`config.mk`:
```
export PLATFORM = sky130hd
export DESIGN_NAME = duc_top
export DESIGN_NICKNAME = d
export VERILOG_FILES = /design/src/duc_pkg.sv /design/src/duc_channel.sv /design/src/duc_top.sv
export SDC_FILE = /design/constraint.sdc
export NUM_CORES = 1
export LEC_CHECK = 0
export BUFFER_PORTS_ARGS = -buffer_cell sky130_fd_sc_hd__buf_2
export CELL_PAD_IN_SITES_DETAIL_PLACEMENT = 0
export CELL_PAD_IN_SITES_GLOBAL_PLACEMENT = 1
export CORE_ASPECT_RATIO = 0.8
export CORE_MARGIN = 4
export CORE_UTILIZATION = 48
export DETAILED_ROUTE_END_ITERATION = 8
export PLACE_DENSITY = 0.94
export SLEW_MARGIN = 10
export SYNTH_ARGS = -nofsm -noshare
export SYNTH_HDL_FRONTEND = slang
export SYNTH_HIERARCHICAL = 1
export SYNTH_SLANG_ARGS = --single-unit
```
`constraint.sdc`:
```
create_clock -name ref_clk -period 4.95 [get_ports ref_clk]
set_input_delay 1.2375 -clock ref_clk [delete_from_list [all_inputs] [get_ports ref_clk]]
set_output_delay 1.2375 -clock ref_clk [all_outputs]
set_load 0.01 [all_outputs]
```
`src/duc_pkg.sv`:
```
package duc_pkg;
  // Register byte addresses on the APB
  localparam logic [7:0] ADDR_CHAN_A_COMMAND = 8'h00;
  localparam logic [7:0] ADDR_CHAN_B_COMMAND = 8'h04;
  localparam logic [7:0] ADDR_CHAN_A_STATUS = 8'h08;
  localparam logic [7:0] ADDR_CHAN_B_STATUS = 8'h0c;
  localparam logic [7:0] ADDR_OUTPUT_PIN_CONFIG = 8'h10;
  localparam logic [7:0] ADDR_AUXILIARY_CONTROL = 8'h14;
  localparam logic [7:0] ADDR_OUTPUT_LATCH = 8'h18;
  localparam logic [7:0] ADDR_CHAN_A_MODE = 8'h1c;
  localparam logic [7:0] ADDR_CHAN_B_MODE = 8'h20;
  localparam logic [7:0] ADDR_AUX_STATUS = 8'h24;
  // Command byte fields
  localparam int CMD_RX_ON = 0;
  localparam int CMD_RX_OFF = 1;
  localparam int CMD_TX_ON = 2;
  localparam int CMD_TX_OFF = 3;
  localparam int CMD_MISC_LO = 4;
  // Miscellaneous command codes
  localparam logic [2:0] MISC_NONE = 3'h0;
  localparam logic [2:0] MISC_RX_RESET = 3'h2;
  localparam logic [2:0] MISC_TX_RESET = 3'h3;
  localparam logic [2:0] MISC_ERR_RESET = 3'h4;
  // Mode byte: error mode bit position
  localparam int MODE_ERR_BLOCK = 5;
  // Auxiliary control: rate table select bit
  localparam int AUX_RATE_SET = 7;
  // Reset values
  localparam logic [7:0] RESET_BYTE = 8'h00;
  localparam logic [31:0] RESET_WORD = 32'h0000_0000;
  // Receive FIFO depth
  localparam int RX_DEPTH = 4;
endpackage : duc_pkg

```
`src/duc_channel.sv`:
```
`timescale 1ns/1ps
// One receive/transmit channel: enables, 4-deep receive FIFO with error tags, status
module duc_channel
  import duc_pkg::*;
(
  // Clock and reset
  input wire logic ref_clk,
  input wire logic nrst,
  input wire logic clk_en,
  // Command write
  input wire logic cmd_we,
  input wire logic [7:0] cmd_byte,
  input wire logic err_block_mode,
  // Received character stream
  input wire logic rx_valid,
  input wire logic [7:0] rx_char,
  input wire logic rx_break,
  input wire logic rx_framing,
  input wire logic rx_parity,
  input wire logic rx_pop,
  // Transmit side
  input wire logic tx_holding_free,
  input wire logic tx_shift_empty,
  // Results
  output logic [7:0] status,
  output logic [7:0] rx_head,
  output logic rx_enabled,
  output logic tx_enabled
);
  logic [10:0] fifo_q [RX_DEPTH];
  logic [2:0] count_q, count_d;
  logic [1:0] rd_q, wr_q;
  logic overrun_q, rx_en_q, tx_en_q;
  logic [2:0] block_q;
  logic [2:0] misc;
  logic rx_reset, err_reset, push, pop, full, avail;
  logic [2:0] head_flags;

  // Command decode: one-shot bits and misc code
  assign misc = cmd_we ? cmd_byte[6:CMD_MISC_LO] : MISC_NONE;
  assign rx_reset = (misc == MISC_RX_RESET);
  assign err_reset = (misc == MISC_ERR_RESET);
  assign full = (count_q == 3'(RX_DEPTH));
  assign avail = (count_q != 3'h0);
  assign push = rx_valid && rx_en_q && !full;
  assign pop = rx_pop && avail;
  assign count_d = count_q + 3'(push) - 3'(pop);
  // Error flags: head entry in char mode, sticky accumulation in block mode
  assign head_flags = avail ? fifo_q[rd_q][10:8] : 3'h0;
  assign status = {(err_block_mode ? block_q : head_flags), overrun_q,
                   tx_shift_empty, tx_holding_free, full, avail};
  // Empty fifo shows zero so never-written slots stay off the pins
  assign rx_head = avail ? fifo_q[rd_q][7:0] : 8'h00;
  assign rx_enabled = rx_en_q;
  assign tx_enabled = tx_en_q;

  // Enables: clear wins over set when both requested at once
  always_ff @(posedge ref_clk) begin
    if (!nrst) begin
      rx_en_q <= 1'b0;
      tx_en_q <= 1'b0;
    end else if (clk_en && cmd_we) begin
      if (cmd_byte[CMD_TX_OFF]) tx_en_q <= 1'b0;
      else if (cmd_byte[CMD_TX_ON]) tx_en_q <= 1'b1;
      if (cmd_byte[CMD_RX_OFF] || rx_reset) rx_en_q <= 1'b0;
      else if (cmd_byte[CMD_RX_ON]) rx_en_q <= 1'b1;
    end
  end

  // FIFO storage; tags travel with each character
  always_ff @(posedge ref_clk) begin
    if (clk_en && push) begin
      fifo_q[wr_q] <= {rx_break, rx_framing, rx_parity, rx_char};
    end
    // Push needs a free slot, so it never lands on the head being cleared
    if (clk_en && err_reset && avail) begin
      fifo_q[rd_q][10:8] <= 3'h0;
    end
  end

  // Pointers, count, overrun and block errors
  always_ff @(posedge ref_clk) begin
    if (!nrst || (clk_en && rx_reset)) begin
      rd_q <= 2'h0;
      wr_q <= 2'h0;
      count_q <= 3'h0;
      overrun_q <= 1'b0;
      block_q <= 3'h0;
    end else if (clk_en) begin
      if (push) wr_q <= wr_q + 2'h1;
      if (pop) rd_q <= rd_q + 2'h1;
      count_q <= count_d;
      if (rx_valid && rx_en_q && full) overrun_q <= 1'b1;
      else if (err_reset) overrun_q <= 1'b0;
      // New flags survive an error reset in the same cycle; older ones are cleared
      block_q <= (err_reset ? 3'h0 : block_q)
                 | (push ? {rx_break, rx_framing, rx_parity} : 3'h0);
    end
  end
endmodule : duc_channel

```
`src/duc_top.sv`:
```
// The register offsets and register access over APB are this design's own decisions.
`timescale 1ns/1ps
// Notes on behaviour
// - Command bits 3..0 request transmitter off, transmitter on, receiver off, receiver on.
// - Status bits are break, framing, parity, overrun, tx empty, tx ready, fifo full, rx ready.
// - Break, framing and parity flags are stored per receive FIFO entry.
// - In character mode status bits 7..5 come from the oldest FIFO entry, bits 4..0 are live.
// - In character mode stored flags go with the character read; error reset clears the oldest entry's flags and the overrun flag.
// - In block mode error flags accumulate until error reset or receiver reset.
// - Pins 7..4 drive latch bits or transmit ready and receive ready/full signals per config bits.
// - Pin 3 selects latch bit 3, timer output, chan B tx 1x or chan B rx 1x clock.
// - Pin 2 selects latch bit 2, chan A tx 16x, chan A tx 1x or chan A rx 1x clock.
// - Aux control bits 3..0 gate input pin change events onto the change condition.
// - Aux control bit 7 selects the first or second baud rate table.
// - Mode error bit selects character mode when zero and block mode when one.
module duc_top
  import duc_pkg::*;
(
  // Clock, reset, enable
  input wire logic ref_clk,
  input wire logic nrst,
  input wire logic clk_en,
  // APB slave
  input wire logic psel,
  input wire logic penable,
  input wire logic pwrite,
  input wire logic [7:0] paddr,
  input wire logic [31:0] pwdata,
  output logic [31:0] prdata,
  output logic pready,
  output logic pslverr,
  // Channel A receive stream
  input wire logic a_rx_valid,
  input wire logic [7:0] a_rx_char,
  input wire logic [2:0] a_rx_errs,
  input wire logic a_rx_pop,
  input wire logic a_tx_free,
  input wire logic a_tx_empty,
  // Channel B receive stream
  input wire logic b_rx_valid,
  input wire logic [7:0] b_rx_char,
  input wire logic [2:0] b_rx_errs,
  input wire logic b_rx_pop,
  input wire logic b_tx_free,
  input wire logic b_tx_empty,
  // Clock and timer sources for output pins
  input wire logic timer_out,
  input wire logic chan_a_transmit_clock_16x,
  input wire logic chan_a_transmit_clock,
  input wire logic chan_a_receive_clock,
  input wire logic chan_b_transmit_clock,
  input wire logic chan_b_receive_clock,
  // Input pin change events 3..0
  input wire logic [3:0] input_pin_change,
  // Outputs
  output logic [7:2] out_pins,
  output logic input_change_irq,
  output logic rate_table_sel,
  output logic [7:0] a_rx_head,
  output logic [7:0] b_rx_head,
  output logic [1:0] rx_enables,
  output logic [1:0] tx_enables
);
  logic [7:0] pin_cfg_q, aux_q, latch_q, mode_a_q, mode_b_q;
  logic [31:0] prdata_q;
  logic pready_q, pslverr_q, chg_q, rate_q;
  logic [7:2] pins_q, pins_d;
  logic [7:0] head_a_q, head_b_q;
  logic [1:0] rxe_q, txe_q;
  logic [7:0] stat_a, stat_b, head_a, head_b;
  logic rxe_a, rxe_b, txe_a, txe_b;
  logic access, wr, rd, hit;
  logic we_cmd_a, we_cmd_b, pop_a, pop_b;
  logic [7:0] rd_byte;
  logic rdy_a, rdy_b;

  // Address decode; an access gets pready in the cycle after its first access cycle with clk_en high
  function automatic logic is_addr(input logic [7:0] a, input logic [7:0] r);
    return a == r;
  endfunction : is_addr

  assign access = psel && penable && !pready_q;
  assign wr = access && pwrite;
  assign rd = access && !pwrite;
  assign we_cmd_a = clk_en && wr && is_addr(paddr, ADDR_CHAN_A_COMMAND);
  assign we_cmd_b = clk_en && wr && is_addr(paddr, ADDR_CHAN_B_COMMAND);
  assign pop_a = a_rx_pop;
  assign pop_b = b_rx_pop;
  assign hit = is_addr(paddr, ADDR_CHAN_A_COMMAND) || is_addr(paddr, ADDR_CHAN_B_COMMAND)
             || is_addr(paddr, ADDR_CHAN_A_STATUS) || is_addr(paddr, ADDR_CHAN_B_STATUS)
             || is_addr(paddr, ADDR_OUTPUT_PIN_CONFIG) || is_addr(paddr, ADDR_AUXILIARY_CONTROL)
             || is_addr(paddr, ADDR_OUTPUT_LATCH) || is_addr(paddr, ADDR_CHAN_A_MODE)
             || is_addr(paddr, ADDR_CHAN_B_MODE) || is_addr(paddr, ADDR_AUX_STATUS);

  // Channel instances
  duc_channel u_chan_a (
    .ref_clk(ref_clk), .nrst(nrst), .clk_en(clk_en),
    .cmd_we(we_cmd_a), .cmd_byte(pwdata[7:0]),
    .err_block_mode(mode_a_q[MODE_ERR_BLOCK]),
    .rx_valid(a_rx_valid), .rx_char(a_rx_char),
    .rx_break(a_rx_errs[2]), .rx_framing(a_rx_errs[1]), .rx_parity(a_rx_errs[0]),
    .rx_pop(pop_a), .tx_holding_free(a_tx_free), .tx_shift_empty(a_tx_empty),
    .status(stat_a), .rx_head(head_a), .rx_enabled(rxe_a), .tx_enabled(txe_a)
  );

  duc_channel u_chan_b (
    .ref_clk(ref_clk), .nrst(nrst), .clk_en(clk_en),
    .cmd_we(we_cmd_b), .cmd_byte(pwdata[7:0]),
    .err_block_mode(mode_b_q[MODE_ERR_BLOCK]),
    .rx_valid(b_rx_valid), .rx_char(b_rx_char),
    .rx_break(b_rx_errs[2]), .rx_framing(b_rx_errs[1]), .rx_parity(b_rx_errs[0]),
    .rx_pop(pop_b), .tx_holding_free(b_tx_free), .tx_shift_empty(b_tx_empty),
    .status(stat_b), .rx_head(head_b), .rx_enabled(rxe_b), .tx_enabled(txe_b)
  );

  // Read mux; configuration registers read back, command registers read as zero
  assign rd_byte = is_addr(paddr, ADDR_CHAN_A_STATUS) ? stat_a :
                   is_addr(paddr, ADDR_CHAN_B_STATUS) ? stat_b :
                   is_addr(paddr, ADDR_OUTPUT_PIN_CONFIG) ? pin_cfg_q :
                   is_addr(paddr, ADDR_AUXILIARY_CONTROL) ? aux_q :
                   is_addr(paddr, ADDR_OUTPUT_LATCH) ? latch_q :
                   is_addr(paddr, ADDR_CHAN_A_MODE) ? mode_a_q :
                   is_addr(paddr, ADDR_CHAN_B_MODE) ? mode_b_q :
                   is_addr(paddr, ADDR_AUX_STATUS) ? {4'h0, txe_b, txe_a, rxe_b, rxe_a} :
                   RESET_BYTE;

  // Receive ready/full per channel follows the mode's fifo-full select bit
  assign rdy_a = mode_a_q[6] ? stat_a[1] : stat_a[0];
  assign rdy_b = mode_b_q[6] ? stat_b[1] : stat_b[0];

  // Output pin selection
  assign pins_d[7] = pin_cfg_q[7] ? stat_b[2] : latch_q[7];
  assign pins_d[6] = pin_cfg_q[6] ? stat_a[2] : latch_q[6];
  assign pins_d[5] = pin_cfg_q[5] ? rdy_b : latch_q[5];
  assign pins_d[4] = pin_cfg_q[4] ? rdy_a : latch_q[4];
  assign pins_d[3] = (pin_cfg_q[3:2] == 2'h0) ? latch_q[3] :
                     (pin_cfg_q[3:2] == 2'h1) ? timer_out :
                     (pin_cfg_q[3:2] == 2'h2) ? chan_b_transmit_clock : chan_b_receive_clock;
  assign pins_d[2] = (pin_cfg_q[1:0] == 2'h0) ? latch_q[2] :
                     (pin_cfg_q[1:0] == 2'h1) ? chan_a_transmit_clock_16x :
                     (pin_cfg_q[1:0] == 2'h2) ? chan_a_transmit_clock : chan_a_receive_clock;

  // APB response: one wait state, error on unmapped address
  always_ff @(posedge ref_clk) begin
    if (!nrst) begin
      pready_q <= 1'b0;
      pslverr_q <= 1'b0;
      prdata_q <= RESET_WORD;
    end else if (clk_en) begin
      pready_q <= access;
      pslverr_q <= access && !hit;
      prdata_q <= rd ? {24'h00_0000, rd_byte} : RESET_WORD;
    end
  end

  // Writable configuration registers
  always_ff @(posedge ref_clk) begin
    if (!nrst) begin
      pin_cfg_q <= RESET_BYTE;
      aux_q <= RESET_BYTE;
      latch_q <= RESET_BYTE;
      mode_a_q <= RESET_BYTE;
      mode_b_q <= RESET_BYTE;
    end else if (clk_en && wr) begin
      if (is_addr(paddr, ADDR_OUTPUT_PIN_CONFIG)) pin_cfg_q <= pwdata[7:0];
      if (is_addr(paddr, ADDR_AUXILIARY_CONTROL)) aux_q <= pwdata[7:0];
      if (is_addr(paddr, ADDR_OUTPUT_LATCH)) latch_q <= pwdata[7:0];
      if (is_addr(paddr, ADDR_CHAN_A_MODE)) mode_a_q <= pwdata[7:0];
      if (is_addr(paddr, ADDR_CHAN_B_MODE)) mode_b_q <= pwdata[7:0];
    end
  end

  // Registered outputs so pins never glitch on decode
  always_ff @(posedge ref_clk) begin
    if (!nrst) begin
      pins_q <= 6'h00;
      chg_q <= 1'b0;
      rate_q <= 1'b0;
      head_a_q <= RESET_BYTE;
      head_b_q <= RESET_BYTE;
      rxe_q <= 2'h0;
      txe_q <= 2'h0;
    end else if (clk_en) begin
      pins_q <= pins_d;
      chg_q <= |(input_pin_change & aux_q[3:0]);
      rate_q <= aux_q[AUX_RATE_SET];
      head_a_q <= head_a;
      head_b_q <= head_b;
      rxe_q <= {rxe_b, rxe_a};
      txe_q <= {txe_b, txe_a};
    end
  end

  assign prdata = prdata_q;
  assign pready = pready_q;
  assign pslverr = pslverr_q;
  assign out_pins = pins_q;
  assign input_change_irq = chg_q;
  assign rate_table_sel = rate_q;
  assign a_rx_head = head_a_q;
  assign b_rx_head = head_b_q;
  assign rx_enables = rxe_q;
  assign tx_enables = txe_q;
endmodule : duc_top

```
* Yosys cells after proc, flatten, opt, wreduce, memory -nomap -nowiden
Memories as Yosys holds them, arrays and structs flattened. A register that Yosys moved wholly into a read port is not among the register bits. Cells that the tools add are included. Widths: inputs -> output; s select.
Word-level totals: register bits after elaboration 128, bits in writable memories 88, input port bits 86, output and inout port bits 62, word-level logic and storage cells 186, memories 2
Memory list:
- u_chan_a.fifo_q | words 4, width 11, read ports 1, clocked after Yosys merged registers in 1, wr ports 2, RTL line duc_channel.sv:30 | logic [10:0] fifo_q [RX_DEPTH];
- u_chan_b.fifo_q | words 4, width 11, read ports 1, clocked after Yosys merged registers in 1, wr ports 2, RTL line duc_channel.sv:30
Operators by class: add/sub/neg operators 8, equality and inequality tests 19, multiplexer cells 54, bitwise logic cells 3, reduce and logical (&&, ||, !) cells 71
Operators with widths (count):
- $mux 8 | 10
- $eq 8x5->1 const B | 4
- $mux 3 | 10
- $reduce_and 2->1 | 15
- $mux 1 | 29
- $logic_and 1x1->1 | 26
- $eq 8x4->1 const B | 2
- $eq 8x6->1 const B | 2
- $logic_or 1x1->1 | 13
- $eq 3x3->1 const B | 4
- $reduce_bool 2->1 | 5
- $add 2x1->2 const B | 4
- $eq 8x3->1 const B | 1
- $logic_not 8->1 | 1
- $mux 2 | 4
- $add 3x1->3 | 2
- $eq 3x2->1 const B | 2
- $logic_not 1->1 | 6
- $or 3x3->3 | 2
- $reduce_bool 3->1 | 2
- $sub 3x1->3 | 2
- $and 4x4->4 | 1
- $eq 2x1->1 const B | 2
- $eq 2x2->1 const B | 2
- other kinds (3) | 4

* Depth between registers and ports, before layout
word-level depth 12, depth in mapped cells 12, gate-level depth less buffers 10

* By module
Netlist, hierarchy kept.
By module, submodules not included:
- duc_top | times used 1, cells each 433, area each 4036.4 um2, seq. area each 1561.5 um2
- duc_channel (u_chan_b) | times used 1, cells each 216, area each 2723.9 um2, seq. area each 1501.4 um2
- duc_channel (u_chan_a) | times used 1, cells each 215, area each 2712.6 um2, seq. area each 1501.4 um2

* Worst setup path after synthesis
No wires, ideal clock.
path kind input to register, start input port clk_en, end memory u_chan_b.fifo_q[0][10], setup time 140 ps, data arrival time 3263 ps, required time 4810 ps, path slack 1547 ps, cell stages on the path 9, path buffers 2, cells stage by stage nand4b_1 -> nor2_1 -> buf_2 -> buf_2 -> nand2_1 -> nor3_1 -> nand4b_1 -> nor4b_1 -> a21oi_1
RTL lines:
- from (decl) | RTL line duc_top.sv:22 | input wire logic clk_en,
- to (decl) | RTL line duc_channel.sv:30

==> results.toml <==
[run_status]
status = "completed"

[global_route]
track_usage_pct = 20.9
first_global_vias = 6561
antenna_found_initial = 0
grt_overflow = 0
grt_pass1_wl_um = 36100
grt_max_degree = 64

[route]
ant_nets = 0
drt-total-wl_um = 23000
vias = 6996
route.detailed.drc = 0
drtIter0Drc = 686
post_drt_wl_per_cell_um = 19.1
firstDrtPassIters = 6
viasPerCell = 5.80

[pwr]
ir_drop_uv = 273
pwr-share-seq_pct = 49.2
p_sw_share_pct = 27.8
p_total_mw = 3.47
leakage_nw = 3.95
p_comb_share_pct = 10.0
power_density_nw_per_um2 = 328
p_int_mw = 2.51
p_sw_uw = 964
pwr-share-clk_pct = 40.8

[placed_design]
numPortBuffers = 99
hpwl_um = 15900
place_congestion = 0.905
place_area_sq_um = 9960

[timing]
relSlewSlack_pct = 35.4
worstMarginPinSlew_ps = 969
finalMaxSlewViolations = 0
max_freq_mhz = 281
skew_ps = 12.0
hold_viol = 0
rsz0062_at_grt = "no"
hold_ws_ps = 462
period_share_pct = 72.0
fin_setup_tns_ps = 0
setup_viol = 0
period_needed_ps = 3560

[clocking]
cts.clk_slew.worst_paths_ps = 80
ctsHoldBuffers = 0
cts_buffers = 17
htree_levels = 4
cts-resized-gates = 0
clock_latency_ps = 450
clock_sinks = 196
post_cts_buffers = 0
cts_buffer_depth = 2
clock-root-buffer = "clkbuf_16"
cts_tree = "yes"

[floorplan]
ios = 148
chipWidth_um = 165
die_area_sq_um = 22100
start_util_pct = 49.3
design.core.area_sq_um = 19200
num_rows = 45
fp.dieH_um = 134

[final_layout]
final_util_pct = 55.0
layout.nets = 1044
design_area_sq_um = 10600
diodes = 0
syn2layout_area_growth_pct = 11.5
drive_gt1_share_pct = 20.2
final_cell_mix = "132 x dfxtp_1, 99 x buf_2, 65 x mux2i_1"
multi_input_area_sq_um = 4320
fill_cells = 1647
mostFrequentLayoutCell = "dfxtp_1"
regArea_sq_um = 4560

[synthesis]
synth_enable_flop_cells = 64
async_flop_share_pct = 0
netlist_area_sq_um = 9470
synth_flop_cell = "dfxtp_1"
yosys_warnings = 6
ys_seq_elements = 196
synth_cells = 864
synth_cell_types = 65
synth-seq-area-share_pct = 48.2
synth_area_per_cell_sq_um = 11.0

[worst_setup_path]
worst-r2r-setup-slack_ps = 2060
critPathLaunchType = "input pin"
cp.required_ps = 5240
endpoint_kind = "flip-flop"
path_max_fanout = 29
path_class = "in2reg"
cp.arrival_ps = 3860

[min_path]
hold_class = "reg2reg"

[flow_run]
cap_violations = 0
## power by group through the flow
stage               Clock, mW  Combinational [mW]  Sequential (mW)
floorplan                   0               0.275             1.73
global placement            0               0.338             1.74
detailed placement          0               0.344             1.74
CTS                      1.44               0.345             1.71
global route             1.51               0.379             1.71
finish                   1.42               0.348             1.71
## cell families (layout without fill, tap and decap cells)
| logic type | count (synthesis) | in the layout | synth area share (%) |
|---|---|---|---|
| and+or+nand+nor | 253 | 253 | 16.0 |
| xor gates and xnor gates | 5 | 5 | 0.462 |
| buffers and inverters | 122 | 184 | 7.08 |
| muxes | 89 | 89 | 12.6 |
| other | 1 | 24 | 0.0396 |
| DFF | 196 | 196 | 48.2 |
| AOI/OAI and AO/OA | 176 | 176 | 12.6 |
| adders and majority gates | 22 | 22 | 3.06 |
## Yosys cell counts, types with 26 or more instances
cell      instances  area (sq um)
buf_4            37           278
nand3_1          37           185
nor2b_1          60           375
a21oi_1          46           230
nand4_1          26           163
mux2i_1          65           651
dfxtp_1         132          2640
nand2_1          31           116
o21ai_0          28           140
inv_1            37           139
edfxtp_1         64          1920
## metal layers
metal / global-route usage [%] / wire (um)
met1: 30.6 / 10500
met2: 30.3 / 10200
met3: 5.20 / 1900
met4: 6.88 / 456
met5: 0 / 0
## metrics by stage
stage                     worst slack [ps]  cells
after floorplan                       1550    887
after global placement                1010   1175
after detailed placement              1030   1175
after CTS                             1470   1207
after global routing                  1250   1207
final                                 1390   1207
## final timing paths
path                      endpoint      start  cells past startpoint
max          u_chan_b/fifo_q[2][9]   paddr[2]                      6
min                      prdata[1]  prdata[1]                      2
max reg2reg  u_chan_b/fifo_q[2][9]     pready                      7
min reg2reg              prdata[1]  prdata[1]                      2
## sequential cells by signal, summed over array words and instances, names as in the netlist, 2 cells and up, named ones only
signal            flops
u_chan_b/count_q      3
u_chan_b/block_q      3
rx_enables            2
u_chan_a/fifo_q      44
aux_q                 8
mode_a_q              8
u_chan_a/block_q      3
u_chan_a/count_q      3
b_rx_head             8
a_rx_head             8
u_chan_a/rd_q         2
prdata                8
tx_enables            2
latch_q               8
u_chan_b/wr_q         2
out_pins              6
u_chan_a/wr_q         2
u_chan_b/fifo_q      44
pin_cfg_q             8
mode_b_q              8
u_chan_b/rd_q         2
## worst max-delay path, cell delays in order
cell and delay (ps):
buf_2 520, nand2_1 220, nor3_1 680, nand4b_1 440, nor4b_1 650, a21oi_1 100
## cell type report
type / count / share of cell area (%)
Clock buffer: 17 / 4.03
Inverter: 39 / 1.39
Multi-Input combinational cell: 569 / 40.9
Timing Repair Buffer: 113 / 5.69
Clock inverter: 15 / 1.69
Sequential cell: 196 / 43.2
Tap cell: 258 / 3.06
No activity file was read; power rests on OpenSTA's default activity.
